<file path="src/tmr8_pkg.sv">
package tmr8_pkg;

    // ------------------------------------------------------------
    // register map and field layout
    // ------------------------------------------------------------
    localparam int          DATA_W          = 8;
    localparam int          ADDR_W          = 8;
    localparam logic [7:0]  TIMER_COUNT_OFS = 8'h01;
    localparam logic [7:0]  OPTIONS_OFS     = 8'h02;
    localparam logic [7:0]  WDT_CLEAR_OFS   = 8'h04;
    localparam logic [7:0]  OPTIONS_RST     = 8'hFF;
    localparam logic [7:0]  COUNT_RST       = 8'h00;
    localparam logic [7:0]  READ_ZERO       = 8'h00;
    localparam int          CS_BIT          = 5;
    localparam int          SE_BIT          = 4;
    localparam int          PSA_BIT         = 3;
    localparam int          PS_LSB          = 0;
    localparam int          PS_W            = 3;
    localparam int          PRESC_W         = 8;

    // ------------------------------------------------------------
    // timing
    // ------------------------------------------------------------
    localparam int          CLK_PERIOD_NS   = 50;
    localparam int          TOSC_NS         = 50;
    localparam int          TOSC_CLKS       = (TOSC_NS / CLK_PERIOD_NS < 1) ? 1 :
                                              TOSC_NS / CLK_PERIOD_NS;
    localparam int          PHASES          = 4;
    localparam int          INHIBIT_INSTR   = 2;
    localparam logic [1:0]  INHIBIT_LOAD    = 2'(INHIBIT_INSTR);

    // ------------------------------------------------------------
    // types
    // ------------------------------------------------------------
    typedef struct packed {
        logic             wake_disable;
        logic             pullup_disable;
        logic             clock_source_select;
        logic             source_edge_select;
        logic             prescaler_assign;
        logic [PS_W-1:0]  prescale_rate;
    } tmr8_opt_t;

    typedef enum logic [3:0] {
        PH_Q1 = 4'h1,
        PH_Q2 = 4'h2,
        PH_Q3 = 4'h4,
        PH_Q4 = 4'h8
    } tmr8_phase_t;

    // low n bits set: group size of a 2^n ratio
    function automatic logic [PRESC_W-1:0] rate_mask(input logic [PS_W-1:0] n);
        logic [PRESC_W:0] one;
        one = {{PRESC_W{1'b0}}, 1'b1} << n;
        rate_mask = PRESC_W'(one - 1'b1);
    endfunction

endpackage

</file>
<file path="src/tmr8_phase.sv">
`timescale 1ns/1ns
module tmr8_phase
    import tmr8_pkg::*;
#(
    parameter int TOSC_DIV = TOSC_CLKS
) (
    // clock and reset
    input  wire logic clk,
    input  wire logic rst_n,
    // phase strobes
    output logic      q2_q,
    output logic      q4_q
);

    logic [7:0]  div_q;
    logic        adv;
    tmr8_phase_t ph_q;

    assign adv = (div_q == 8'(TOSC_DIV - 1));

    always_ff @(posedge clk or negedge rst_n) begin
        if (!rst_n) begin
            div_q <= 8'h00;
        end else begin
            div_q <= adv ? 8'h00 : div_q + 8'h01;
        end
    end

    always_ff @(posedge clk or negedge rst_n) begin
        if (!rst_n) begin
            ph_q <= PH_Q1;
            q2_q <= 1'b0;
            q4_q <= 1'b0;
        end else begin
            q2_q <= adv && (ph_q == PH_Q1);
            q4_q <= adv && (ph_q == PH_Q3);
            if (adv) begin
                unique case (ph_q)
                    PH_Q1: ph_q <= PH_Q2;
                    PH_Q2: ph_q <= PH_Q3;
                    PH_Q3: ph_q <= PH_Q4;
                    PH_Q4: ph_q <= PH_Q1;
                    default: ph_q <= PH_Q1;
                endcase
            end
        end
    end

endmodule

</file>
<file path="src/tmr8_presc.sv">
`timescale 1ns/1ns
module tmr8_presc
    import tmr8_pkg::*;
#(
    parameter int W = PRESC_W
) (
    // clock and reset
    input  wire logic         clk,
    input  wire logic         rst_n,
    // control
    input  wire logic         clr,
    input  wire logic         inc,
    // hidden count
    output logic [W-1:0]      count_q
);

    // clear beats a coincident count so a write never leaves a stale residue
    always_ff @(posedge clk or negedge rst_n) begin
        if (!rst_n) begin
            count_q <= '0;
        end else if (clr) begin
            count_q <= '0;
        end else if (inc) begin
            count_q <= count_q + W'(1);
        end
    end

endmodule

</file>
<file path="src/tmr8_top.sv">
// The address-and-strobe port was chosen for this implementation.
`timescale 1ns/1ns
// Contract
// Source select 0, no prescaler: count advances every instruction cycle.
// After a count write, two instruction cycles pass without increment.
// Source select 1: count edges of the external input.
// Edge select 0 counts rising edges, 1 counts falling edges.
// Assign bit 0 gives prescaler to timer, 1 to watchdog, never both.
// Timer prescale ratios run 1:2 to 1:256 in powers of two.
// Rate field n divides by 2^(n+1).
// One 8-bit counter is timer prescaler or watchdog postscaler.
// Prescaler count is not readable or writable by software.
// Count writes clear the prescaler while it serves the timer.
// Watchdog clear resets prescaler while it serves the watchdog.
// Reset leaves the prescaler at zero.
// Prescaler output or raw input is sampled on second and fourth phases.
// Source holds input high and low two oscillator periods each.
// With prescaler, source period at least four periods over ratio.
// Count updates three to seven oscillator periods after input edge; the code takes up to ten, eleven with prescaler.
// Source select 1 forces the external pin to act as input.
// Count wraps from FF to 00 and keeps counting.
// Reset loads all ones into the options register.
module tmr8_top
    import tmr8_pkg::*;
(
    // clock and reset
    input  wire logic              clk,
    input  wire logic              rst_n,
    // register port
    input  wire logic [ADDR_W-1:0] reg_addr,
    input  wire logic [DATA_W-1:0] reg_wdata,
    input  wire logic              reg_wr,
    input  wire logic              reg_rd,
    output logic      [DATA_W-1:0] reg_rdata_q,
    // external count pin
    input  wire logic              external_count_input,
    input  wire logic              ext_dir_tris,
    output logic                   ext_pin_oe_q,
    // watchdog unit
    input  wire logic              wdt_tick,
    output logic                   wdt_clear_q,
    output logic                   wdt_post_q,
    // option bits for the port block
    output logic      [1:0]        port_opt_q
);

    // ------------------------------------------------------------
    // reset release
    // ------------------------------------------------------------
    logic rst_s1_q;
    logic rst_s2_q;
    logic rst_sync_n;

    always_ff @(posedge clk or negedge rst_n) begin
        if (!rst_n) begin
            rst_s1_q <= 1'b0;
            rst_s2_q <= 1'b0;
        end else begin
            rst_s1_q <= 1'b1;
            rst_s2_q <= rst_s1_q;
        end
    end

    assign rst_sync_n = rst_s2_q;

    // ------------------------------------------------------------
    // instruction phases
    // ------------------------------------------------------------
    logic q2_pulse;
    logic q4_pulse;

    tmr8_phase #(
        .TOSC_DIV (TOSC_CLKS)
    ) u_phase (
        .clk   (clk),
        .rst_n (rst_sync_n),
        .q2_q  (q2_pulse),
        .q4_q  (q4_pulse)
    );

    // ------------------------------------------------------------
    // register decode
    // ------------------------------------------------------------
    tmr8_opt_t opt_q;
    logic      wr_count;
    logic      wr_opt;
    logic      wr_wdclr;
    logic      rd_count;

    assign wr_count = reg_wr && (reg_addr == TIMER_COUNT_OFS);
    assign wr_opt   = reg_wr && (reg_addr == OPTIONS_OFS);
    assign wr_wdclr = reg_wr && (reg_addr == WDT_CLEAR_OFS);
    assign rd_count = reg_rd && (reg_addr == TIMER_COUNT_OFS);

    // options reset to ones
    always_ff @(posedge clk or negedge rst_sync_n) begin
        if (!rst_sync_n) begin
            opt_q <= tmr8_opt_t'(OPTIONS_RST);
        end else if (wr_opt) begin
            opt_q <= tmr8_opt_t'(reg_wdata);
        end
    end

    // ------------------------------------------------------------
    // external input synchroniser
    // ------------------------------------------------------------
    logic ext_s1_q;
    logic ext_s2_q;
    logic ext_s3_q;
    logic ext_lvl_q;
    logic src_lvl;
    logic src_prev_q;
    logic src_edge;

    always_ff @(posedge clk or negedge rst_sync_n) begin
        if (!rst_sync_n) begin
            ext_s1_q <= 1'b0;
            ext_s2_q <= 1'b0;
            ext_s3_q <= 1'b0;
        end else begin
            ext_s1_q <= external_count_input;
            ext_s2_q <= ext_s1_q;
            ext_s3_q <= ext_s2_q;
        end
    end

    // level moves only once the last two stages agree
    always_ff @(posedge clk or negedge rst_sync_n) begin
        if (!rst_sync_n) begin
            ext_lvl_q <= 1'b0;
        end else if (ext_s2_q == ext_s3_q) begin
            ext_lvl_q <= ext_s3_q;
        end
    end

    // invert so the chosen edge always rises
    assign src_lvl  = ext_lvl_q ^ opt_q.source_edge_select;
    assign src_edge = src_lvl && !src_prev_q;

    always_ff @(posedge clk or negedge rst_sync_n) begin
        if (!rst_sync_n) begin
            src_prev_q <= OPTIONS_RST[SE_BIT];
        end else begin
            src_prev_q <= src_lvl;
        end
    end

    // ------------------------------------------------------------
    // shared prescaler
    // ------------------------------------------------------------
    logic [PRESC_W-1:0] presc_cnt;
    logic               presc_inc;
    logic               presc_clr;
    logic               to_timer;

    // one owner at a time
    assign to_timer = !opt_q.prescaler_assign;

    // external edges or instruction cycles feed it for the timer, watchdog ticks otherwise
    always_comb begin
        if (to_timer) begin
            presc_inc = opt_q.clock_source_select ? src_edge : q4_pulse;
        end else begin
            presc_inc = wdt_tick;
        end
    end

    // count write clears
    // watchdog clear clears
    assign presc_clr = (wr_count && to_timer) || (wr_wdclr && !to_timer);

    // single counter, never on the bus, zero at reset
    tmr8_presc #(
        .W (PRESC_W)
    ) u_presc (
        .clk     (clk),
        .rst_n   (rst_sync_n),
        .clr     (presc_clr),
        .inc     (presc_inc),
        .count_q (presc_cnt)
    );

    // ------------------------------------------------------------
    // phase sampling
    // ------------------------------------------------------------
    logic timer_lvl;
    logic samp2_q;
    logic samp4_q;
    logic samp_rise;

    // tap n toggles every 2^n events: ratio 2^(n+1)
    always_comb begin
        if (to_timer) begin
            timer_lvl = presc_cnt[opt_q.prescale_rate];
        end else begin
            timer_lvl = opt_q.clock_source_select ? src_lvl : 1'b0;
        end
    end

    // sample on second and fourth phases; reset at idle level, no false count
    always_ff @(posedge clk or negedge rst_sync_n) begin
        if (!rst_sync_n) begin
            samp2_q <= OPTIONS_RST[SE_BIT];
            samp4_q <= OPTIONS_RST[SE_BIT];
        end else begin
            if (q2_pulse) begin
                samp2_q <= timer_lvl;
            end
            if (q4_pulse) begin
                samp4_q <= samp2_q;
            end
        end
    end

    // increment lands at the fourth phase after the edge is seen
    assign samp_rise = q4_pulse && samp2_q && !samp4_q;

    // ------------------------------------------------------------
    // write inhibit
    // ------------------------------------------------------------
    logic [1:0] inh_q;
    logic       step;
    logic       step_ok;

    // plain instruction-cycle step
    always_comb begin
        if (!opt_q.clock_source_select && !to_timer) begin
            step = q4_pulse;
        end else begin
            step = samp_rise;
        end
    end

    // two instruction cycles without increment
    always_ff @(posedge clk or negedge rst_sync_n) begin
        if (!rst_sync_n) begin
            inh_q <= 2'h0;
        end else if (wr_count) begin
            inh_q <= INHIBIT_LOAD;
        end else if (q4_pulse && (inh_q != 2'h0)) begin
            inh_q <= inh_q - 2'h1;
        end
    end

    assign step_ok = step && (inh_q == 2'h0) && !wr_count;

    // ------------------------------------------------------------
    // timer count
    // ------------------------------------------------------------
    logic [DATA_W-1:0] count_q;

    // free-running wrap past FF
    always_ff @(posedge clk or negedge rst_sync_n) begin
        if (!rst_sync_n) begin
            count_q <= COUNT_RST;
        end else if (wr_count) begin
            count_q <= reg_wdata;
        end else if (step_ok) begin
            count_q <= count_q + 8'h01;
        end
    end

    // ------------------------------------------------------------
    // read path
    // ------------------------------------------------------------
    // options and clear command are write-only and read back zero
    always_ff @(posedge clk or negedge rst_sync_n) begin
        if (!rst_sync_n) begin
            reg_rdata_q <= READ_ZERO;
        end else if (rd_count) begin
            reg_rdata_q <= count_q;
        end else begin
            reg_rdata_q <= READ_ZERO;
        end
    end

    // ------------------------------------------------------------
    // watchdog side
    // ------------------------------------------------------------
    logic [PRESC_W-1:0] wd_mask;

    assign wd_mask = rate_mask(opt_q.prescale_rate);

    always_ff @(posedge clk or negedge rst_sync_n) begin
        if (!rst_sync_n) begin
            wdt_clear_q <= 1'b0;
        end else begin
            wdt_clear_q <= wr_wdclr;
        end
    end

    // postscaled tick: last tick of each 2^n group, or every tick if unassigned
    always_ff @(posedge clk or negedge rst_sync_n) begin
        if (!rst_sync_n) begin
            wdt_post_q <= 1'b0;
        end else if (to_timer) begin
            wdt_post_q <= wdt_tick;
        end else begin
            wdt_post_q <= wdt_tick && !presc_clr && ((presc_cnt & wd_mask) == wd_mask);
        end
    end

    // ------------------------------------------------------------
    // pin direction
    // ------------------------------------------------------------
    // counter mode overrides direction
    always_ff @(posedge clk or negedge rst_sync_n) begin
        if (!rst_sync_n) begin
            ext_pin_oe_q <= 1'b0;
        end else begin
            ext_pin_oe_q <= !(opt_q.clock_source_select || ext_dir_tris);
        end
    end

    always_ff @(posedge clk or negedge rst_sync_n) begin
        if (!rst_sync_n) begin
            port_opt_q <= OPTIONS_RST[7:6];
        end else begin
            port_opt_q <= {opt_q.wake_disable, opt_q.pullup_disable};
        end
    end

endmodule

</file>
<file path="config.mk">
export PLATFORM = sky130hd
export DESIGN_NAME = tmr8_top
export DESIGN_NICKNAME = d
export VERILOG_FILES = /design/src/tmr8_pkg.sv /design/src/tmr8_phase.sv /design/src/tmr8_presc.sv /design/src/tmr8_top.sv
export SDC_FILE = /design/constraint.sdc
export NUM_CORES = 1
export LEC_CHECK = 0
export ABC_AREA = 0
export BUFFER_PORTS_ARGS = -buffer_cell sky130_fd_sc_hd__buf_4
export CORE_MARGIN = 8
export CORE_UTILIZATION = 50
export CTS_CLUSTER_DIAMETER = 150
export DETAILED_ROUTE_END_ITERATION = 16
export PLACE_DENSITY = 0.7
export SLEW_MARGIN = 25
export SYNTH_ARGS = -nofsm -noshare
export SYNTH_HDL_FRONTEND = slang
export SYNTH_HIERARCHICAL = 1
export SYNTH_SLANG_ARGS = --single-unit
</file>
<file path="constraint.sdc">
create_clock -name clk -period 2.42 [get_ports clk]
set_clock_uncertainty 0.05 [all_clocks]
set_input_delay 0.726 -clock clk [delete_from_list [all_inputs] [get_ports clk]]
set_output_delay 0.726 -clock clk [all_outputs]
set_load 0.1 [all_outputs]
</file>
# Word level (Yosys, flattened, before mapping)
# Cells that the tools add are included.
[classes] n_lt_le_gt_ge=1 bitwise=2 muxes=17 n_addsub=5 eq_ne=8 n_reduce_logical=32 n_shift=1
[ops] operator="$mux W8" count=6
[ops] operator="$add A8 B1 Y8 const B" count=3
[ops] operator="$logic_and A1 B1 Y1" count=17
[ops] operator="$pmux W4 S3" count=1
[ops] operator="$and A8 B8 Y8" count=1
[ops] operator="$eq A8 B1 Y1 const B" count=1
[ops] operator="$eq A8 B2 Y1 const B" count=1
[ops] operator="$eq A8 B3 Y1 const B" count=1
[ops] operator="$eq A8 B8 Y1" count=1
[ops] operator="$logic_not A8 Y1" count=1
[ops] operator="$reduce_bool A2 Y1" count=4
[ops] operator="$shl A1 B3 Y8 const A" count=1
[ops] operator="$sub A8 B1 Y8 const B" count=1
[ops] operator="$logic_not A1 Y1" count=7
[ops] operator="$mux W1" count=7
[ops] operator="$eq A4 B1 Y1 const B" count=1
[ops] operator="$eq A4 B2 Y1 const B" count=1
[ops] operator="$eq A4 B3 Y1 const B" count=1
[ops] operator="$lt A3 B4 Y1 const B" count=1
[ops] operator="$mux W2" count=2
[ops] operator="$bmux W1 S3" count=1
[ops] operator="$logic_not A2 Y1" count=1
[ops] operator="$logic_or A1 B1 Y1" count=2
[ops] operator="$sub A2 B1 Y2 const B" count=1
[ops] operator="other kinds (2)" count=2
[totals] out_inout_bits=13 reg_bits=62 in_bits=23 elab_cells=93

# Longest topological paths before layout
[logic_depth] word_depth=8 depth_mapped=9 ltp_nobuf=8

# Cells and area by module
# The synthesis kept the hierarchy.
[modules_own_cells] module="tmr8_top" instances=1 cells_each=161 area_each_um2=1885.6
[modules_own_cells] module="tmr8_phase" instances=1 cells_each=49 area_each_um2=616.8
[modules_own_cells] module="tmr8_presc" instances=1 cells_each=37 area_each_um2=396.6

# Worst setup path before layout
# No wires, ideal clock.
[synth_timing] path_type="input port to flip-flop" from="input port reg_addr[5]" to="register u_presc.count_q[5]" stages=9 setup_ns=0.077 n_path_buf=2 required_ns=2.293 arrival_time_ns=2.691 setup_slack_ns=-0.398 cell_sequence="or4_4 nor3_4 nand4b_4 buf_6 o21ai_2 buf_4 o2111ai_4 or3_1 a21oi_1"
[synth_between] elab_chain_len=5 elab_cells_between_ends=9
[synth_rtl] item="from (decl)" line_no="tmr8_top.sv:30" source="input wire logic [ADDR_W-1:0] reg_addr,"
[synth_rtl] item="$eq A8 B1 Y1 / $eq A8 B3 Y1 (equally long branches)" line_no="tmr8_top.sv:90, tmr8_top.sv:92"
[synth_rtl] item="$logic_and A1 B1 Y1 (on tied branches)" line_no="tmr8_top.sv:90, tmr8_top.sv:92"
[synth_rtl] item="$logic_and A1 B1 Y1" line_no="tmr8_top.sv:170" source="assign presc_clr = (wr_count && to_timer) || (wr_wdclr && !to_timer);"
[synth_rtl] item="$logic_or A1 B1 Y1 (*)" line_no="tmr8_top.sv:170"
[synth_rtl] item="net presc_clr" line_no="tmr8_top.sv:153" source="logic presc_clr;"
[synth_rtl] item="$mux W8 / $reduce_bool A2 Y1 (equally long branches)"
[synth_rtl] item="to (signal assigned)" line_no="tmr8_presc.sv:24" source="count_q <= count_q + W'(1);"
[synth_rtl] item="to (decl)" line_no="tmr8_presc.sv:14" source="output logic [W-1:0] count_q"
# The timed path passes the listed nets; every way through them passes the cells marked *.
# A chain may end at the register's enable or synchronous reset.

# Worst setup path after layout
[layout_timing] from="input port reg_addr[6]" to="register u_presc.count_q[7]"
# The elaborated chain is that of the path after synthesis.

==> results.py <==
metrics = {
    "status": {
        "status": "completed",
    },
    "pwr": {
        "power.density_cell_area_nw_per_um2": 851,
        "power_leakage_nw": 1.59,
        "ir_worst_vdd_mv": 0.450,
    },
    "clock_network": {
        "root_cell_of_the_clock_tree": "sky130_fd_sc_hd__clkbuf_8",
        "worstSkewPairLatency_ns": 0.33,
        "ctsHoldBuffers": 0,
        "clkSlewWorstSetupHoldPaths_ns": 0.07,
        "ctsHtreeMaxLevel": 3,
        "post_cts_resize_count": 0,
        "setup_repair_bufs_after_cts": 0,
        "cts_tree": "yes",
        "cts_inserted_buffers": 9,
        "cts-root-to-sink-buffers": 2,
        "tritoncts_num_sinks": 62,
    },
    "timing": {
        "timing_worst_slew_pin_value_ns": 0.521,
        "finalWorstPathRequiredPeriod_ns": 2.37,
        "fin_tns_setup_ns": 0,
        "fmax_mhz": 421,
        "final_clock_period_utilization_by_the_worst_path_pct": 98.0,
        "setup_viol": 0,
        "unrepaired_setup_endpoints_after_global_routing": "false",
        "finalHoldViolCount": 0,
        "drv_slew": 0,
        "relSlewSlack_pct": 65.3,
    },
    "synth": {
        "synth_xor_area_share_pct": 5.74,
        "yosys.area_share.adder_pct": 2.93,
        "ys.warnings.count": 6,
        "synth.yosys.seq_area_share_pct": 54.1,
        "post_synth_num_cell_types": 52,
        "synth_area_sq_um": 2900,
        "synth_top_family_by_area": "simple AND/OR/NAND/NOR gates",
        "synth_async_sr_flop_share_pct": 100,
        "synth-simple-area-share_pct": 19.2,
        "synth.mux.area_fraction_pct": 6.09,
        "synthesis.nets": 276,
        "synth_compound_gate_area_share_pct": 9.24,
        "yosys_most_used_dff": "sky130_fd_sc_hd__dfrtp_1",
        "synth-edff-count": 0,
        "yosys_register_bits": 62,
        "netlist_instances": 247,
        "synthesis.area_per_instance_sq_um": 11.7,
    },
    "final_layout": {
        "num_antenna_cells": 0,
        "most_common_cell_after_layout_fill_and_taps_aside": "sky130_fd_sc_hd__dfrtp_1",
        "finalInstanceArea_sq_um": 3500,
        "area.growth.synth_to_final_pct": 20.7,
        "layout_common_cells": "sky130_fd_sc_hd__dfrtp_1 (47), sky130_fd_sc_hd__buf_4 (43), sky130_fd_sc_hd__nor2_1 (20)",
        "finalNetCount": 323,
        "post_route_cells_drive_above_1_share_pct": 33.8,
    },
    "critical_path": {
        "r2r_cells": 5,
        "critPathRequiredTime_ns": 2.62,
        "crit_path_end_kind": "flop",
        "startpoint_type": "input port",
        "critical_path.max_fanout": 5,
        "worstPathArrival_ns": 2.58,
        "timing_worst_setup_path_type": "in -> reg",
    },
    "route": {
        "routedWlPerCell_um": 14.1,
        "num_vias": 1981,
        "antenna_violating_nets_post_route": 0,
        "drt_first_pass_iters": 4,
        "drtIter0Drc": 55,
        "detail_route.vias_per_cell": 5.34,
        "routed_wirelength_um": 5240,
        "drc_errors": 0,
    },
    "floorplanning": {
        "start_util_pct": 52.3,
        "num_rows": 27,
        "die_width_um": 92.1,
        "die_y_um": 92.1,
        "die_area_sq_um": 8490,
        "floorplan.core_area_sq_um": 5540,
        "i_o_pin_count": 36,
    },
    "global_routing": {
        "antenna_found_initial": 0,
        "overflow_left_after_global_routing": 0,
        "grt_pass1_vias": 1948,
        "grt_start_max_net_pins": 26,
        "grt_first_pass_wirelength_um": 9070,
        "grt_use_total_pct": 13.2,
    },
    "placement": {
        "routabilityCongestion": 0.786,
        "detailed_place.area_sq_um": 3280,
        "portBuffers": 35,
        "detailed_place_hpwl_um": 3730,
    },
    "worst_hold_path": {
        "holdCritPathClass": "in -> async",
    },
    "run": {
        "max_cap_violations": 0,
    },
}
## metal layers
| layer | part of all wire, % | track usage [%] | vias to the layer above |
|---|---|---|---|
| li1 | - | - | 964 |
| met1 | 46 | 16.3 | 971 |
| met2 | 47 | 20.6 | 38 |
| met3 | 4.8 | 3.75 | 8 |
| met4 | 1.8 | 7.25 | 0 |
| met5 | 0 | 0 | - |
## area by class of cell
type / instances / area [sq um]
clock buffer: 11 / 151
clock inverter: 5 / 56.3
fill: 437 / 2040
inverter: 7 / 26.3
multi-input combinational: 170 / 1260
sequential: 62 / 1570
tap: 72 / 90.1
timing repair buffer: 44 / 343
## final timing paths
kind	start	slack (ns)	end
worst max-delay path	reg_addr[6]	0.05	u_presc/count_q[7]
worst min-delay path	rst_n	0.11	rst_s2_q
max in group asynchronous	rst_s2_q	1.40	opt_q[3]
worst min register to register	rst_s2_q	0.20	count_q[5]
worst max register to register	u_phase/div_q[0]	0.41	u_phase/ph_q[0]
min in group clk	rst_s1_q	0.30	rst_s2_q
## synthesized netlist by cell type (3+ instances only)
master,n,area share [%]
sky130_fd_sc_hd__a21oi_1,13,2.2
sky130_fd_sc_hd__and3_1,3,0.65
sky130_fd_sc_hd__mux2i_1,3,1.0
sky130_fd_sc_hd__ha_1,6,2.6
sky130_fd_sc_hd__or3_1,5,1.1
sky130_fd_sc_hd__nand2b_1,4,0.86
sky130_fd_sc_hd__o21ai_0,11,1.9
sky130_fd_sc_hd__nor2_1,20,2.6
sky130_fd_sc_hd__xor2_1,10,3.0
sky130_fd_sc_hd__inv_1,7,0.91
sky130_fd_sc_hd__nand3_1,9,1.6
sky130_fd_sc_hd__nand4_1,4,0.86
sky130_fd_sc_hd__nand2_1,11,1.4
sky130_fd_sc_hd__mux2_2,9,3.5
sky130_fd_sc_hd__dfrtp_1,48,41
sky130_fd_sc_hd__and2_1,12,2.6
sky130_fd_sc_hd__xnor2_1,9,2.7
sky130_fd_sc_hd__dfstp_2,14,13
sky130_fd_sc_hd__nor2b_1,3,0.65
## critical path, cell delays in order
cell and delay [ns]:
sky130_fd_sc_hd__buf_4 0.11, sky130_fd_sc_hd__or4_4 0.56, sky130_fd_sc_hd__nor3_4 0.25, sky130_fd_sc_hd__nand4b_4 0.13, sky130_fd_sc_hd__o21ai_4 0.19, sky130_fd_sc_hd__o2111ai_4 0.15
sky130_fd_sc_hd__or3_1 0.34, sky130_fd_sc_hd__a21oi_1 0.13
## flip-flops by register name, summed over array words and instances, names as in the netlist, 2 cells and up
| name | count |
|---|---|
| count_q | 8 |
| inh_q | 2 |
| opt_q | 8 |
| port_opt_q | 2 |
| reg_rdata_q | 8 |
| u_phase/div_q | 8 |
| u_phase/ph_q | 4 |
| u_presc/count_q | 8 |
## cells by family (layout without fill, tap and decap cells)
group | Yosys count | in the layout
adder cells (fa/ha/maj) | 7 | 7
multiplexers | 14 | 14
other | 1 | 1
AO/OA/AOI/OAI | 39 | 39
buffers and inverters | 15 | 67
XOR/XNOR | 19 | 19
flip-flops | 62 | 62
AND/OR/NAND/NOR | 90 | 90
## stage by stage
stage	setup WS (ns)	hold slack (ns)	util (%)	std cells	total power, mW
6_report	0.0475	0.112	63.2	371	2.98
5_1_grt	0.00118	0.0904	63.2	371	3.16
4_1_cts	0.0430	0.0941	63.0	371	3.02
3_5_place_dp	-0.312	0.215	59.3	355	2.07
3_3_place_gp	-0.273	0.213	59.3	355	2.04
2_1_floorplan	-0.386	0.281	-	247	1.89
## where the power goes
part	switching, mW	internal [mW]
combinational	0.301	0.320
clock	0.391	0.531
sequential	0.207	1.23
Note: power is estimated with default switching activity, not from simulation.
